**config.mk**
```make
export PLATFORM = sky130hd
export DESIGN_NAME = sct_timing
export DESIGN_NICKNAME = d
export VERILOG_FILES = /design/src/sct_pkg.sv /design/src/sct_bank_if.sv /design/src/sct_bank.sv /design/src/sct_timing.sv
export SDC_FILE = /design/constraint.sdc
export NUM_CORES = 1
export LEC_CHECK = 0
export ABC_AREA = 0
export BUFFER_PORTS_ARGS = -buffer_cell sky130_fd_sc_hd__buf_2
export CAP_MARGIN = 25
export CORE_ASPECT_RATIO = 0.6
export CORE_UTILIZATION = 45
export DETAILED_ROUTE_END_ITERATION = 10
export SETUP_SLACK_MARGIN = 0.02
export SYNTH_ARGS = -nofsm -noshare
export SYNTH_HDL_FRONTEND = slang
export SYNTH_SLANG_ARGS = --single-unit
export TNS_END_PERCENT = 30
```
**constraint.sdc**
```tcl
create_clock -name core_clk -period 6.4 [get_ports core_clk]
set_clock_uncertainty 0.15 [all_clocks]
set_input_delay 0 -clock core_clk [delete_from_list [all_inputs] [get_ports core_clk]]
set_output_delay 0 -clock core_clk [all_outputs]
set_load 0.02 [all_outputs]
```
**src/sct_pkg.sv**
```systemverilog
// Constants and types shared by the command timing block
// Functional notes
// - Any command spacing of rounded-up nanosecond counts is accepted without lockout.
// - Auto-precharge is held off until the row-active minimum since activate.
// - Loop disabled: write recovery waits the larger of four clocks or 15 ns.
// - Write recovery starts four clocks after write latency, two for fixed chop.
// - Loop disabled: read strobe reference is read plus additive latency minus one.
package sct_pkg;

  localparam int            NUM_BANKS  = 8;
  localparam int            BANK_W     = 3;
  localparam int            LAT_W      = 5;
  localparam int            DLY_DEPTH  = 64;
  localparam int            DLY_W      = 6;
  localparam int            CNT_W      = 8;
  localparam int            OUT_W      = 4;

  // Clock and time limits
  localparam int            CLK_PERIOD_PS      = 25000;
  localparam int            ROW_ACTIVE_MIN_PS  = 37500;
  localparam int            WR_RECOVERY_PS     = 15000;
  localparam int            DLL_OFF_WR_MIN_CK  = 4;

  function automatic int ceil_cycles(input int ps);
    int n;
    n = (ps + CLK_PERIOD_PS - 1) / CLK_PERIOD_PS;
    return (n < 1) ? 1 : n;
  endfunction

  // Rounded up since both are minimum limits
  localparam logic [CNT_W-1:0] ROW_ACTIVE_MIN_CYC =
    CNT_W'(ceil_cycles(ROW_ACTIVE_MIN_PS));
  localparam logic [CNT_W-1:0] WR_RECOVERY_CYC =
    CNT_W'(ceil_cycles(WR_RECOVERY_PS));
  localparam logic [CNT_W-1:0] DLL_OFF_WR_CYC =
    (WR_RECOVERY_CYC > CNT_W'(DLL_OFF_WR_MIN_CK)) ? WR_RECOVERY_CYC
                                                : CNT_W'(DLL_OFF_WR_MIN_CK);

  // Write recovery start and read reference offsets
  localparam logic [DLY_W-1:0] BURST_WR_OFFSET = 6'h04;
  localparam logic [DLY_W-1:0] CHOP_WR_OFFSET  = 6'h02;
  localparam logic [DLY_W-1:0] DLL_OFF_RD_ADJ  = 6'h01;

  // Command codes on the command pins
  localparam logic [2:0]    CMD_NOP = 3'h0;
  localparam logic [2:0]    CMD_ACT = 3'h1;
  localparam logic [2:0]    CMD_RD  = 3'h2;
  localparam logic [2:0]    CMD_RDA = 3'h3;
  localparam logic [2:0]    CMD_WR  = 3'h4;
  localparam logic [2:0]    CMD_WRA = 3'h5;
  localparam logic [2:0]    CMD_PRE = 3'h6;
  localparam logic [2:0]    CMD_REF = 3'h7;

  // Reset values
  localparam logic [CNT_W-1:0] CNT_RST = 8'h00;
  localparam logic [OUT_W-1:0] OUT_RST = 4'h0;

  typedef enum logic [1:0] {
    BK_IDLE,
    BK_OPEN,
    BK_AP_PEND
  } sct_bank_state_e;

endpackage

```
**src/sct_bank_if.sv**
```systemverilog
// Per-bank strobes between the command decoder and a bank tracker
`timescale 1ns/100ps
interface sct_bank_if;
  logic activate;
  logic precharge_cmd;
  logic ap_read;
  logic ap_write;
  logic wr_issue;
  logic wr_rec_start;
  logic int_precharge;
  logic is_open;

  modport ctl  (output activate, precharge_cmd, ap_read, ap_write, wr_issue, wr_rec_start,
                input  int_precharge, is_open);
  modport bank (input  activate, precharge_cmd, ap_read, ap_write, wr_issue, wr_rec_start,
                output int_precharge, is_open);
endinterface

```
**src/sct_bank.sv**
```systemverilog
// One bank: row-active holdoff and write recovery before auto-precharge
`timescale 1ns/100ps
module sct_bank (
  // Clock and reset
  input  wire logic   core_clk,
  input  wire logic   srst,
  // Mode
  input  wire logic   dll_disable,
  // Decoder side
  sct_bank_if.bank    bif
);
  import sct_pkg::*;

  sct_bank_state_e    state_q, state_d;
  logic [CNT_W-1:0]   ras_cnt_q, ras_cnt_d;
  logic [CNT_W-1:0]   wr_cnt_q, wr_cnt_d;
  logic [OUT_W-1:0]   wr_out_q, wr_out_d;
  logic               ap_wr_q, ap_wr_d;
  logic               pre_q, pre_d;
  logic [CNT_W-1:0]   wr_need;
  logic               fire;

  ////////////////////////////////////////////////////////////////////////////
  // Next state

  always_comb begin
    wr_need   = dll_disable ? DLL_OFF_WR_CYC : WR_RECOVERY_CYC;
    state_d   = state_q;
    ap_wr_d   = ap_wr_q;
    pre_d     = 1'b0;
    ras_cnt_d = (ras_cnt_q == {CNT_W{1'b1}}) ? ras_cnt_q : ras_cnt_q + 8'h01;
    wr_cnt_d  = (wr_cnt_q == {CNT_W{1'b1}}) ? wr_cnt_q : wr_cnt_q + 8'h01;
    wr_out_d  = wr_out_q;
    // Issue and start in one cycle cancel out
    if (bif.wr_issue && !bif.wr_rec_start) begin
      wr_out_d = wr_out_q + 4'h1;
    end else if (!bif.wr_issue && bif.wr_rec_start && wr_out_q != OUT_RST) begin
      wr_out_d = wr_out_q - 4'h1;
    end
    if (bif.wr_rec_start) begin
      wr_cnt_d = CNT_RST;
    end
    // Recovery counts from the last write still in flight to this bank
    fire = (ras_cnt_q >= ROW_ACTIVE_MIN_CYC) && (wr_out_q == OUT_RST) &&
           (!ap_wr_q || wr_cnt_q >= wr_need);
    unique case (state_q)
      BK_IDLE: begin
        if (bif.activate) begin
          state_d   = BK_OPEN;
          ras_cnt_d = CNT_RST;
        end
      end
      BK_OPEN: begin
        if (bif.precharge_cmd) begin
          state_d = BK_IDLE;
        end else if (bif.ap_read || bif.ap_write) begin
          state_d = BK_AP_PEND;
          ap_wr_d = bif.ap_write;
        end
      end
      BK_AP_PEND: begin
        if (fire) begin
          state_d = BK_IDLE;
          pre_d   = 1'b1;
          ap_wr_d = 1'b0;
        end
      end
    endcase
  end

  ////////////////////////////////////////////////////////////////////////////
  // Registers

  always_ff @(posedge core_clk) begin
    if (srst) begin
      state_q   <= BK_IDLE;
      ras_cnt_q <= CNT_RST;
      wr_cnt_q  <= CNT_RST;
      wr_out_q  <= OUT_RST;
      ap_wr_q   <= 1'b0;
      pre_q     <= 1'b0;
    end else begin
      state_q   <= state_d;
      ras_cnt_q <= ras_cnt_d;
      wr_cnt_q  <= wr_cnt_d;
      wr_out_q  <= wr_out_d;
      ap_wr_q   <= ap_wr_d;
      pre_q     <= pre_d;
    end
  end

  assign bif.int_precharge = pre_q;
  assign bif.is_open       = (state_q != BK_IDLE);

endmodule

```
**src/sct_timing.sv**
```systemverilog
// Command timing core: decode, latency delay lines, bank trackers
`timescale 1ns/100ps
module sct_timing (
  // Clock and reset
  input  wire logic                          core_clk,
  input  wire logic                          srst,
  // Command pins
  input  wire logic                          cmd_valid,
  input  wire logic [2:0]                    cmd_code,
  input  wire logic [sct_pkg::BANK_W-1:0]    cmd_bank,
  // Mode settings, same clock
  input  wire logic [sct_pkg::LAT_W-1:0]     read_latency,
  input  wire logic [sct_pkg::LAT_W-1:0]     additive_latency,
  input  wire logic [sct_pkg::LAT_W-1:0]     write_latency,
  input  wire logic                          four_beat_chop_fixed,
  input  wire logic                          dll_disable,
  // Status and events
  output logic [sct_pkg::NUM_BANKS-1:0]      int_precharge,
  output logic [sct_pkg::NUM_BANKS-1:0]      bank_open,
  output logic                               wr_recovery_start,
  output logic [sct_pkg::BANK_W-1:0]         wr_recovery_bank,
  output logic                               rd_strobe_ref,
  output logic                               lock_required
);
  import sct_pkg::*;

  localparam int SYNC_W = 1 + 3 + BANK_W;

  logic [SYNC_W-1:0]  sync1_q, sync1_d;
  logic [SYNC_W-1:0]  sync2_q, sync2_d;
  logic               c_valid;
  logic [2:0]         c_code;
  logic [BANK_W-1:0]  c_bank;

  ////////////////////////////////////////////////////////////////////////////
  // Pin synchroniser

  always_comb begin
    sync1_d = {cmd_valid, cmd_code, cmd_bank};
    sync2_d = sync1_q;
  end

  always_ff @(posedge core_clk) begin
    if (srst) begin
      sync1_q <= '0;
      sync2_q <= '0;
    end else begin
      sync1_q <= sync1_d;
      sync2_q <= sync2_d;
    end
  end

  assign c_valid = sync2_q[SYNC_W-1];
  assign c_code  = sync2_q[SYNC_W-2 -: 3];
  assign c_bank  = sync2_q[BANK_W-1:0];

  ////////////////////////////////////////////////////////////////////////////
  // Latency delay lines

  // Fixed per-mode delay, so two writes never land in one slot while the mode holds
  logic [BANK_W:0]    wr_dly_q [DLY_DEPTH];
  logic [BANK_W:0]    wr_dly_d [DLY_DEPTH];
  logic               rd_dly_q [DLY_DEPTH];
  logic               rd_dly_d [DLY_DEPTH];
  logic [DLY_W-1:0]   wr_delay;
  logic [DLY_W-1:0]   rd_delay;
  logic [DLY_W-1:0]   wr_idx;
  logic [DLY_W-1:0]   rd_idx;
  logic               is_wr;
  logic               is_rd;
  logic               lock_d, lock_q;
  logic               wrs_d, wrs_q;
  logic [BANK_W-1:0]  wrb_d, wrb_q;
  logic               rdr_d, rdr_q;

  always_comb begin
    is_wr    = c_valid && (c_code == CMD_WR || c_code == CMD_WRA);
    is_rd    = c_valid && (c_code == CMD_RD || c_code == CMD_RDA);
    wr_delay = DLY_W'(write_latency) +
               (four_beat_chop_fixed ? CHOP_WR_OFFSET : BURST_WR_OFFSET);
    rd_delay = DLY_W'(read_latency) + DLY_W'(additive_latency) - DLL_OFF_RD_ADJ;
    wr_idx   = wr_delay - 6'h01;
    rd_idx   = (rd_delay > 6'h01) ? rd_delay - 6'h01 : 6'h00;
    for (int i = 0; i < DLY_DEPTH; i++) begin
      wr_dly_d[i] = (i == DLY_DEPTH - 1) ? '0 : wr_dly_q[(i + 1) % DLY_DEPTH];
      rd_dly_d[i] = (i == DLY_DEPTH - 1) ? 1'b0 : rd_dly_q[(i + 1) % DLY_DEPTH];
    end
    if (is_wr) begin
      wr_dly_d[wr_idx] = {1'b1, c_bank};
    end
    if (is_rd && dll_disable) begin
      rd_dly_d[rd_idx] = 1'b1;
    end
    // Flag only; the controller owns the locked-loop exit wait
    lock_d = is_rd;
    wrs_d  = wr_dly_q[0][BANK_W];
    wrb_d  = wr_dly_q[0][BANK_W-1:0];
    rdr_d  = rd_dly_q[0];
  end

  always_ff @(posedge core_clk) begin
    if (srst) begin
      for (int i = 0; i < DLY_DEPTH; i++) begin
        wr_dly_q[i] <= '0;
        rd_dly_q[i] <= 1'b0;
      end
      lock_q <= 1'b0;
      wrs_q  <= 1'b0;
      wrb_q  <= '0;
      rdr_q  <= 1'b0;
    end else begin
      for (int i = 0; i < DLY_DEPTH; i++) begin
        wr_dly_q[i] <= wr_dly_d[i];
        rd_dly_q[i] <= rd_dly_d[i];
      end
      lock_q <= lock_d;
      wrs_q  <= wrs_d;
      wrb_q  <= wrb_d;
      rdr_q  <= rdr_d;
    end
  end

  assign wr_recovery_start = wrs_q;
  assign wr_recovery_bank  = wrb_q;
  assign rd_strobe_ref     = rdr_q;
  assign lock_required     = lock_q;

  ////////////////////////////////////////////////////////////////////////////
  // Bank trackers

  // No spacing checks: commands are taken every cycle as presented
  sct_bank_if bif [NUM_BANKS] ();

  for (genvar g = 0; g < NUM_BANKS; g++) begin : g_bank
    logic hit;
    assign hit                  = c_valid && (c_bank == BANK_W'(g));
    assign bif[g].activate      = hit && (c_code == CMD_ACT);
    assign bif[g].precharge_cmd = hit && (c_code == CMD_PRE);
    assign bif[g].ap_read       = hit && (c_code == CMD_RDA);
    assign bif[g].ap_write      = hit && (c_code == CMD_WRA);
    assign bif[g].wr_issue      = hit && (c_code == CMD_WR || c_code == CMD_WRA);
    assign bif[g].wr_rec_start  = wr_dly_q[0][BANK_W] &&
                                  (wr_dly_q[0][BANK_W-1:0] == BANK_W'(g));
    assign int_precharge[g]     = bif[g].int_precharge;
    assign bank_open[g]         = bif[g].is_open;

    sct_bank u_bank (
      .core_clk    (core_clk),
      .srst        (srst),
      .dll_disable (dll_disable),
      .bif         (bif[g])
    );
  end

endmodule

```
==> results of run 1 <==
[worst max path at each step]
stage,startpoint,endpoint,depth (start not counted)
detailed placement,sync2_q[2],g_bank[5].u_bank.wr_out_q[3],11
CTS,sync2_q[2],g_bank[5].u_bank.wr_out_q[3],11
global route,sync2_q[2],g_bank[7].u_bank.wr_out_q[3],11
finish,sync2_q[2],g_bank[5].u_bank.wr_out_q[3],11
floorplan,sync2_q[0],g_bank[0].u_bank.wr_out_q[3],11
global placement,sync2_q[2],g_bank[6].u_bank.wr_out_q[3],11
[report_power, final]
group / internal (mW) / switching (mW)
Combinational: 0.213 / 0.451
Clock: 1.84 / 1.29
Sequential: 3.35 / 0.0501
[layout make-up]
type	instances	area (sq um)	area share [%]
Multi-Input combinational cell	1697	11500	44.7
Sequential cell	532	10700	41.4
Clock buffer	71	1470	5.72
Tap cell	682	853	3.32
Timing Repair Buffer	79	515	2.00
Inverter	121	454	1.77
Clock inverter	21	270	1.05
[flip-flops by register name (all words and copies together) (netlist names), 8 cells and up]
name and count:
wr_dly_q 256, g_bank.u_bank.bif.int_precharge 8, g_bank.u_bank.ap_wr_q 8, g_bank.u_bank.wr_out_q 32
rd_dly_q 64, g_bank.u_bank.wr_cnt_q 64, g_bank.u_bank.ras_cnt_q 64, g_bank.u_bank.state_q 16
[through the flow]
step                cells  utilization [%]
global route         3203             51.4
detailed placement   3095             47.6
global placement     3092             47.5
finish               3203             51.4
CTS                  3202             51.4
floorplan            2465                -
[per-layer routing]
layer / up-vias / routed length [um] / GRT usage [%]
met1: 7881 / 27000 / 29.5
li1: 8491 / - / -
met2: 238 / 19800 / 27.6
met3: 77 / 1770 / 2.73
met4: 0 / 839 / 3.91
met5: - / 0 / 0
[critical path, delay by kind of cell (launching register included)]
family | cells | cell delay (ns)
flops | 1 | 0.95
simple gates | 4 | 0.82
buf+inv | 2 | 0.63
compound gates | 2 | 0.37
fa+ha+maj | 1 | 0.29
mux | 1 | 0.24
xor+xnor | 1 | 0.15
[cell families (layout without fill, tap and decap cells)]
logic type,Yosys count,count (layout),synth area share [%]
simple gates,990,990,21.6
flops,532,532,46.1
compound gates,280,280,8.48
buf+inv,236,292,4.24
mux,227,227,9.89
fa+ha+maj,107,107,6.12
xor+xnor,93,93,3.56
[timing repair]
| item | in CTS | in global routing |
|---|---|---|
| endpoints found under the hold margin | 140 | 0 |
| hold buffers | 15 | 0 |
| resized for setup | 0 | 0 |
[layout by cell type (no fill, tap or decap), types with 11 or more instances in the layout]
cell type,n
dlygate4sd3_1,15
nor3_1,57
xnor2_1,29
o21ai_0,49
inv_1,120
buf_2,49
dfxtp_1,529
a31oi_1,12
buf_4,13
nand2_1,85
and2_1,21
xor2_1,61
nor4_1,30
ha_1,97
clkbuf_16,51
nor3_2,36
and3_1,32
clkbuf_8,12
a21o_1,11
o211ai_1,14
nor2_1,483
mux2i_1,218
nand2b_1,13
nor2b_1,27
nand3_1,86
nor3_4,12
nand4_1,33
a21oi_1,68
nor3b_1,11
o2bb2ai_1,46
a211oi_1,22
==> flow_summary.yaml, run 1 <==
status:
  outcome: "finished clean"
critical_path:
  worstRegToRegCells: 11
  path_class: "flip-flop to flip-flop"
  cpMostUsedCell: "and2_1"
  worstReg2RegEnd: "g_bank[5].u_bank.wr_out_q[3]"
  r2r_slack_ns: 2.63
  cp_slowest_cell: "dfxtp_2"
  cp-start-kind: "flip-flop"
  crit_chain: "buf_4 -> and4b_1 -> and2_1 -> and2_1 -> inv_1 -> ha_1 -> a21o_1 -> a21oi_1 -> mux2i_1 -> xor2_1 -> nor2_1"
  arrival_ns: 4.03
  end_kind: "flip-flop"
  reg2reg_from: "sync2_q[2]"
  path_max_fanout: 40
  critPathRequiredTime_ns: 6.66
  slowest_delay_ns: 0.95
floorplanning:
  core_sq_um: 50100
  fp.dieH_um: 177
  initial_core_util_pct: 46.1
  ios: 48
  num_rows: 63
  dieWidth_um: 294
  dieArea_sq_um: 52300
synth:
  syn_nets: 2598
  synth_common_cells: "dfxtp_1 (532), nor2_1 (483), mux2i_1 (218), inv_1 (120), ha_1 (97)"
  synth_ff_type: "dfxtp_1"
  syn_avg_cell_area_sq_um: 9.37
  syn_area_sq_um: 23100
  seq_area_frac_synth_pct: 46.1
  yosysWarningCount: 0
  synth_top_cells_by_area: "dfxtp_1 (46%), mux2i_1 (9.4%), nor2_1 (7.8%)"
  synthArstFlopShare_pct: 0
  ys_ff_latch: 532
  yosysUniqueCellTypes: 79
  synth_edf_count: 0
  synth_top_area_share_pct: 46.1
  syn_inst: 2465
  yosysMostFrequentCell: "dfxtp_1"
  yosysTopAreaCell: "dfxtp_1"
place:
  io_buffers: 47
  hpwlAfterDp_um: 32100
  place.gp.congestion: 0.813
  dp_slack_ns: 2.66
  place_area_sq_um: 23800
cts:
  clock_sinks: 532
  clockRootBuffer: "clkbuf_16"
  cts_htree_levels: 2
  clk_latency_ns: 0.57
  cts_made_buffers: 50
  cts_buffer_depth: 3
  cts_setup_buffers: 0
  cts_tree: "yes"
  cts.clk_slew.worst_paths_ns: 0.07
timing:
  relSlewSlack_pct: 32.0
  rsz0062_at_grt: "false"
  tightest_slew_ns: 1.02
  setup_ws_ns: 2.63
  setup_tns_ns: 0
  hold_ws_ns: 0.0494
  fmax_mhz: 265
  hold_viol_final: 0
  final-setup-viol-count: 0
  fin_crit_ns: 3.77
  slew_violations: 0
  fin_crit_sh_pct: 58.9
layout:
  nNetsFinal: 2614
  diodes: 0
  stdcell_area_sq_um: 25700
  fillers: 4653
  drive_gt1_share_pct: 9.52
  area_growth_pct: 11.3
drt:
  drtIter0Drc: 1056
  drc: 0
  firstDrtPassIters: 5
  viasPerCell: 5.21
  post_drt_wl_per_cell_um: 15.4
  routed_wl_um: 49400
  vias: 16700
  postRouteAntennaNets: 0
power:
  power.leakage_nw: 9.92
  finalPower_mw: 7.20
  peakVddDrop_mv: 0.155
  pwr_density_cell_nw_per_um2: 280
grt:
  grt_pass1_wl_um: 82200
  track_usage_pct: 19.0
  grt_start_max_net_pins: 133
  grt-ovfl-total: 0
  grt_pass1_vias: 15700
  antenna_found_initial: 0
min_path:
  hp-class: "input port to flip-flop"
  min_path_cells: 3
  hold_path_end: "sync1_q[3]"
  hp-start: "cmd_code[0]"
run:
  max-cap-violations: 0
Power figures use the tool's default switching activity.
==> run 2: changes to the inputs <==
- clock period: 6.4 -> 3.8 ns (I/O delays scaled with it)
==> flow_summary.yaml, run 2 (synthesized netlist as in run 1, its figures left out) <==
drt:
  met1_length_um: 28000
  drc: 0
  viasPerCell: 5.21
  vias: 16700
  postRouteAntennaNets: 0
  route.met2.wl_um: 19800
  dr_wl_met3_um: 1920
  routed_wl_um: 50400
  post_drt_wl_per_cell_um: 15.7
  drtIter0Drc: 1025
  firstDrtPassIters: 5
  highest_layer: "met4"
place:
  hpwlAfterDp_um: 33000
  io_buffers: 47
  place_area_sq_um: 23900
  dp_slack_ns: 0.720
  place.gp.congestion: 0.808
timing:
  slew_violations: 0
  setup_ws_ns: 0.512
  hold_ws_ns: 0.0955
  final-setup-viol-count: 0
  fin_crit_sh_pct: 86.5
  setup_tns_ns: 0
  fin_crit_ns: 3.29
  tightest_slew_ns: 0.914
  fmax_mhz: 304
  relSlewSlack_pct: 39.0
  rsz0062_at_grt: "false"
  hold_viol_final: 0
cts:
  clockRootBuffer: "clkbuf_16"
  cts_setup_buffers: 0
  cts_htree_levels: 2
  cts.clk_slew.worst_paths_ns: 0.06
  post_cts_resized: 0
  clk_latency_ns: 0.57
  holdBufCountCts: 19
  clock_sinks: 532
  cts_buffer_depth: 3
  cts_tree: "yes"
  cts_made_buffers: 50
floorplanning:
  core_sq_um: 50100
  fp.dieH_um: 177
  dieWidth_um: 294
  ios: 48
  initial_core_util_pct: 46.1
  num_rows: 63
  dieArea_sq_um: 52300
grt:
  track_usage_pct: 19.2
  antenna_found_initial: 0
  grt_start_max_net_pins: 215
  grt_pass1_vias: 15700
  grt_pass1_wl_um: 82500
  grt-ovfl-total: 0
layout:
  largest_reg_flops: 256
  final_common_cell: "dfxtp_1"
  area_growth_pct: 11.8
  diodes: 0
  nNetsFinal: 2619
  largest-register: "wr_dly_q"
  stdcell_area_sq_um: 25800
  final_cell_mix: "dfxtp_1 (529), nor2_1 (483), mux2i_1 (218)"
  drive_gt1_share_pct: 9.54
  final_util_pct: 51.6
critical_path:
  path_max_fanout: 9
  path_class: "input port to flip-flop"
  reg2reg_from: "sync2_q[6]"
  worstReg2RegEnd: "g_bank[0].u_bank.wr_out_q[3]"
  critPathRequiredTime_ns: 4.11
  cp-start-kind: "input port"
  end_kind: "flip-flop"
  crit_start: "additive_latency[0]"
  crit_path_end: "rd_dly_q[63]"
  arrival_ns: 3.60
  r2r_slack_ns: 0.67
  worstRegToRegCells: 10
power:
  swShare_pct: 24.9
  peakVddDrop_mv: 0.347
  pwr_density_cell_nw_per_um2: 471
  power.leakage_nw: 9.97
  combPwrFrac_pct: 9.4
  p_clk_share_pct: 43.6
  p_int_mw: 9.14
  p_seq_share_pct: 47.0
  p_sw_mw: 3.03
run:
  max-cap-violations: 0
status:
  outcome: "finished clean"
min_path:
  hp-class: "input port to flip-flop"
## run 2: how the worst min path moves through the flow
| stage | from | cells after the start | to | slack, ns |
|---|---|---|---|---|
| 4_1_cts | write_latency[0] | 4 | wr_dly_q[0][255] | 0.08 |
| 3_5_place_dp | cmd_code[1] | 2 | sync1_q[4] | 0.07 |
| 6_report | cmd_bank[2] | 3 | sync1_q[2] | 0.1 |
| 3_3_place_gp | cmd_bank[0] | 2 | sync1_q[0] | 0.08 |
| 5_1_grt | write_latency[0] | 4 | wr_dly_q[0][255] | 0.10 |
| 2_1_floorplan | cmd_bank[0] | 1 | sync1_q[0] | -0.02 |
## run 2: cell type report
type / instances / area, sq um
clock inverter: 17 / 243
fill: 4554 / 24200
timing repair buffer: 84 / 596
tap: 682 / 853
multi-input combinational: 1697 / 11500
inverter: 121 / 454
clock buffer: 75 / 1530
sequential: 532 / 10700
## run 2: metal layers
layer / track usage, % / vias up
li1: - / 8515
met1: 30.4 / 7872
met2: 26.9 / 275
met3: 2.89 / 65
met4: 3.82 / 0
met5: 0 / -
## run 2: metrics by stage
stage,cells,power (mW)
floorplan,2465,6.69
global placement,3097,6.94
detailed placement,3097,6.97
CTS,3208,12.3
global route,3208,12.7
finish,3208,12.2
## run 2: worst max-delay path, stage by stage
cell and delay (ns):
dlygate4sd3_1 0.52, buf_2 0.10, inv_1 0.03, ha_1 0.16
inv_1 0.06, ha_1 0.17, inv_1 0.06, fa_1 0.59
nand3b_1 0.17, xnor2_1 0.58, nor3_1 0.08, o21ai_1 0.36
nor4_1 0.13, dlygate4sd3_1 0.58
## run 2: power groups by stage
stage               Sequential [mW]  Clock (mW)  Combinational [mW]
finish                         5.73        5.30                1.14
global route                   5.73        5.69                1.26
CTS                            5.72        5.45                1.14
detailed placement             5.85           0                1.12
global placement               5.85           0                1.09
floorplan                      5.83           0               0.860
==> run 3: changes to the inputs <==
- REMOVE_ABC_BUFFERS: not set -> 1
==> flow_summary.yaml, run 3 (synthesized netlist as in run 1, its figures left out) <==
layout:
  final_cell_mix: "dfxtp_1 (529), nor2_1 (483), mux2i_1 (218)"
  largest_reg_flops: 256
  largest-register: "wr_dly_q"
  multiInputGateArea_sq_um: 11500
  area_growth_pct: 11.5
  regArea_sq_um: 10700
  drive_gt1_share_pct: 9.62
  final_common_cell: "dfxtp_1"
  nNetsFinal: 2617
  fillers: 4587
  fin_cells: 3208
power:
  p_int_mw: 9.07
  pwr_density_cell_nw_per_um2: 470
  peakVddDrop_mv: 0.312
  power.leakage_nw: 9.94
  p_seq_share_pct: 47.3
  p_sw_mw: 3.03
  combPwrFrac_pct: 9.4
  swShare_pct: 25.0
  p_clk_share_pct: 43.3
floorplanning:
  fp.dieH_um: 177
  dieWidth_um: 294
  num_rows: 63
  core_sq_um: 50100
  dieArea_sq_um: 52300
  ios: 48
  initial_core_util_pct: 46.1
drt:
  postRouteAntennaNets: 0
  vias: 16700
  drc: 0
  drtIter0Drc: 1195
  met1_length_um: 27000
  viasPerCell: 5.20
  routed_wl_um: 50400
  post_drt_wl_per_cell_um: 15.7
  dr_wl_met3_um: 1970
  firstDrtPassIters: 5
  highest_layer: "met4"
  route.met2.wl_um: 20600
cts:
  cts_made_buffers: 50
  cts_buffer_depth: 3
  clk_latency_ns: 0.58
  clockRootBuffer: "clkbuf_16"
  cts.clk_slew.worst_paths_ns: 0.06
  cts_htree_levels: 2
  post_cts_resized: 0
  clock_sinks: 532
  cts_tree: "yes"
min_path:
  min_path_cells: 3
  hold_path_end: "sync1_q[4]"
  hp-class: "input port to flip-flop"
  hp-start: "cmd_code[1]"
place:
  io_buffers: 47
  hpwlAfterDp_um: 33400
  place.gp.congestion: 0.828
  placed_cells: 3099
timing:
  tightest_slew_ns: 0.880
  final-setup-viol-count: 0
  hold_ws_ns: 0.0454
  relSlewSlack_pct: 41.3
  slew_violations: 0
  fin_crit_sh_pct: 78.6
  rsz0062_at_grt: "false"
  hold_viol_final: 0
  fmax_mhz: 335
  fin_crit_ns: 2.99
critical_path:
  arrival_ns: 3.25
  cp_slowest_cell: "or4b_1"
  path_class: "flip-flop to flip-flop"
  critPathRequiredTime_ns: 4.07
  r2r_slack_ns: 0.81
  critPathTopFamily: "simple AND/OR/NAND/NOR gates"
  cp-start-kind: "flip-flop"
  reg2reg_from: "sync2_q[6]"
  slowest_delay_ns: 0.55
  crit_start: "sync2_q[6]"
  path_max_fanout: 15
  end_kind: "flip-flop"
  critPathBufInv: 2
  crit_chain: "buf_4 -> or4b_1 -> nor2_1 -> and2_1 -> inv_1 -> ha_1 -> a21o_1 -> a21oi_1 -> mux2i_1 -> xor2_1 -> nor2_1"
  worstRegToRegCells: 11
  worstReg2RegEnd: "g_bank[0].u_bank.wr_out_q[3]"
  cpMostUsedCell: "nor2_1"
grt:
  antenna_found_initial: 0
  track_usage_pct: 19.5
  grt_start_max_net_pins: 186
  grt-ovfl-total: 0
  grt_pass1_wl_um: 83500
  grt_pass1_vias: 16000
status:
  outcome: "finished clean"
run:
  max-cap-violations: 0
## run 3: per-stage QoR
stage | power (mW) | util, % | TNS, ns | instance area (sq um) | setup slack [ns]
after floorplan | 6.58 | - | -71.12 | 22600 | -0.655
after global placement | 6.94 | 47.7 | 0 | 23900 | 0.750
after detailed placement | 6.97 | 47.7 | 0 | 23900 | 0.744
after CTS | 12.2 | 51.4 | 0 | 25800 | 0.824
after global routing | 12.6 | 51.4 | 0 | 25800 | 0.558
final | 12.1 | 51.5 | 0 | 25800 | 0.811
## run 3: timing repair
action / 4_1_cts / 5_1_grt
hold buffers: 15 / 0
endpoints found under the hold margin: 72 / 0
buffers inserted: 0 / 0
## run 3: area by class of cell
class                      count  area share [%]
sequential                   532            41.4
clock inverter                28            1.35
inverter                     121            1.76
clock buffer                  65            5.35
antenna                        1         0.00972
tap                          682            3.31
multi-input combinational   1697            44.6
timing repair buffer          82            2.22
## run 3: layer usage
layer / vias to the layer above / GRT usage [%]
met3: 68 / 2.89
met1: 7851 / 29.7
met5: - / 0
met2: 262 / 28.5
met4: 0 / 4.47
li1: 8508 / -
## run 3: worst max path at each step
stage,to,slack (ns),cells after the start
2_1_floorplan,wr_dly_q[0][226],-0.66,10
3_3_place_gp,rd_dly_q[44],0.75,13
3_5_place_dp,rd_dly_q[44],0.74,13
4_1_cts,g_bank[0].u_bank.state_q[0],0.82,8
5_1_grt,g_bank[0].u_bank.state_q[0],0.56,8
6_report,g_bank[0].u_bank.wr_out_q[3],0.81,11
## run 3: worst register-to-register path, stage by stage (launching register included)
cell and delay [ns]:
dfxtp_1 0.30, buf_4 0.19, or4b_1 0.55, nor2_1 0.21
and2_1 0.22, inv_1 0.11, ha_1 0.28, a21o_1 0.18
a21oi_1 0.18, mux2i_1 0.25, xor2_1 0.17, nor2_1 0.05
## run 3: power groups by stage
| stage | logic [mW] | registers (mW) | clock network [mW] |
|---|---|---|---|
| after CTS | 1.14 | 5.72 | 5.38 |
| after global placement | 1.09 | 5.84 | 0 |
| after global routing | 1.27 | 5.73 | 5.63 |
| after floorplan | 0.735 | 5.84 | 0 |
| after detailed placement | 1.12 | 5.85 | 0 |
| final | 1.14 | 5.72 | 5.24 |
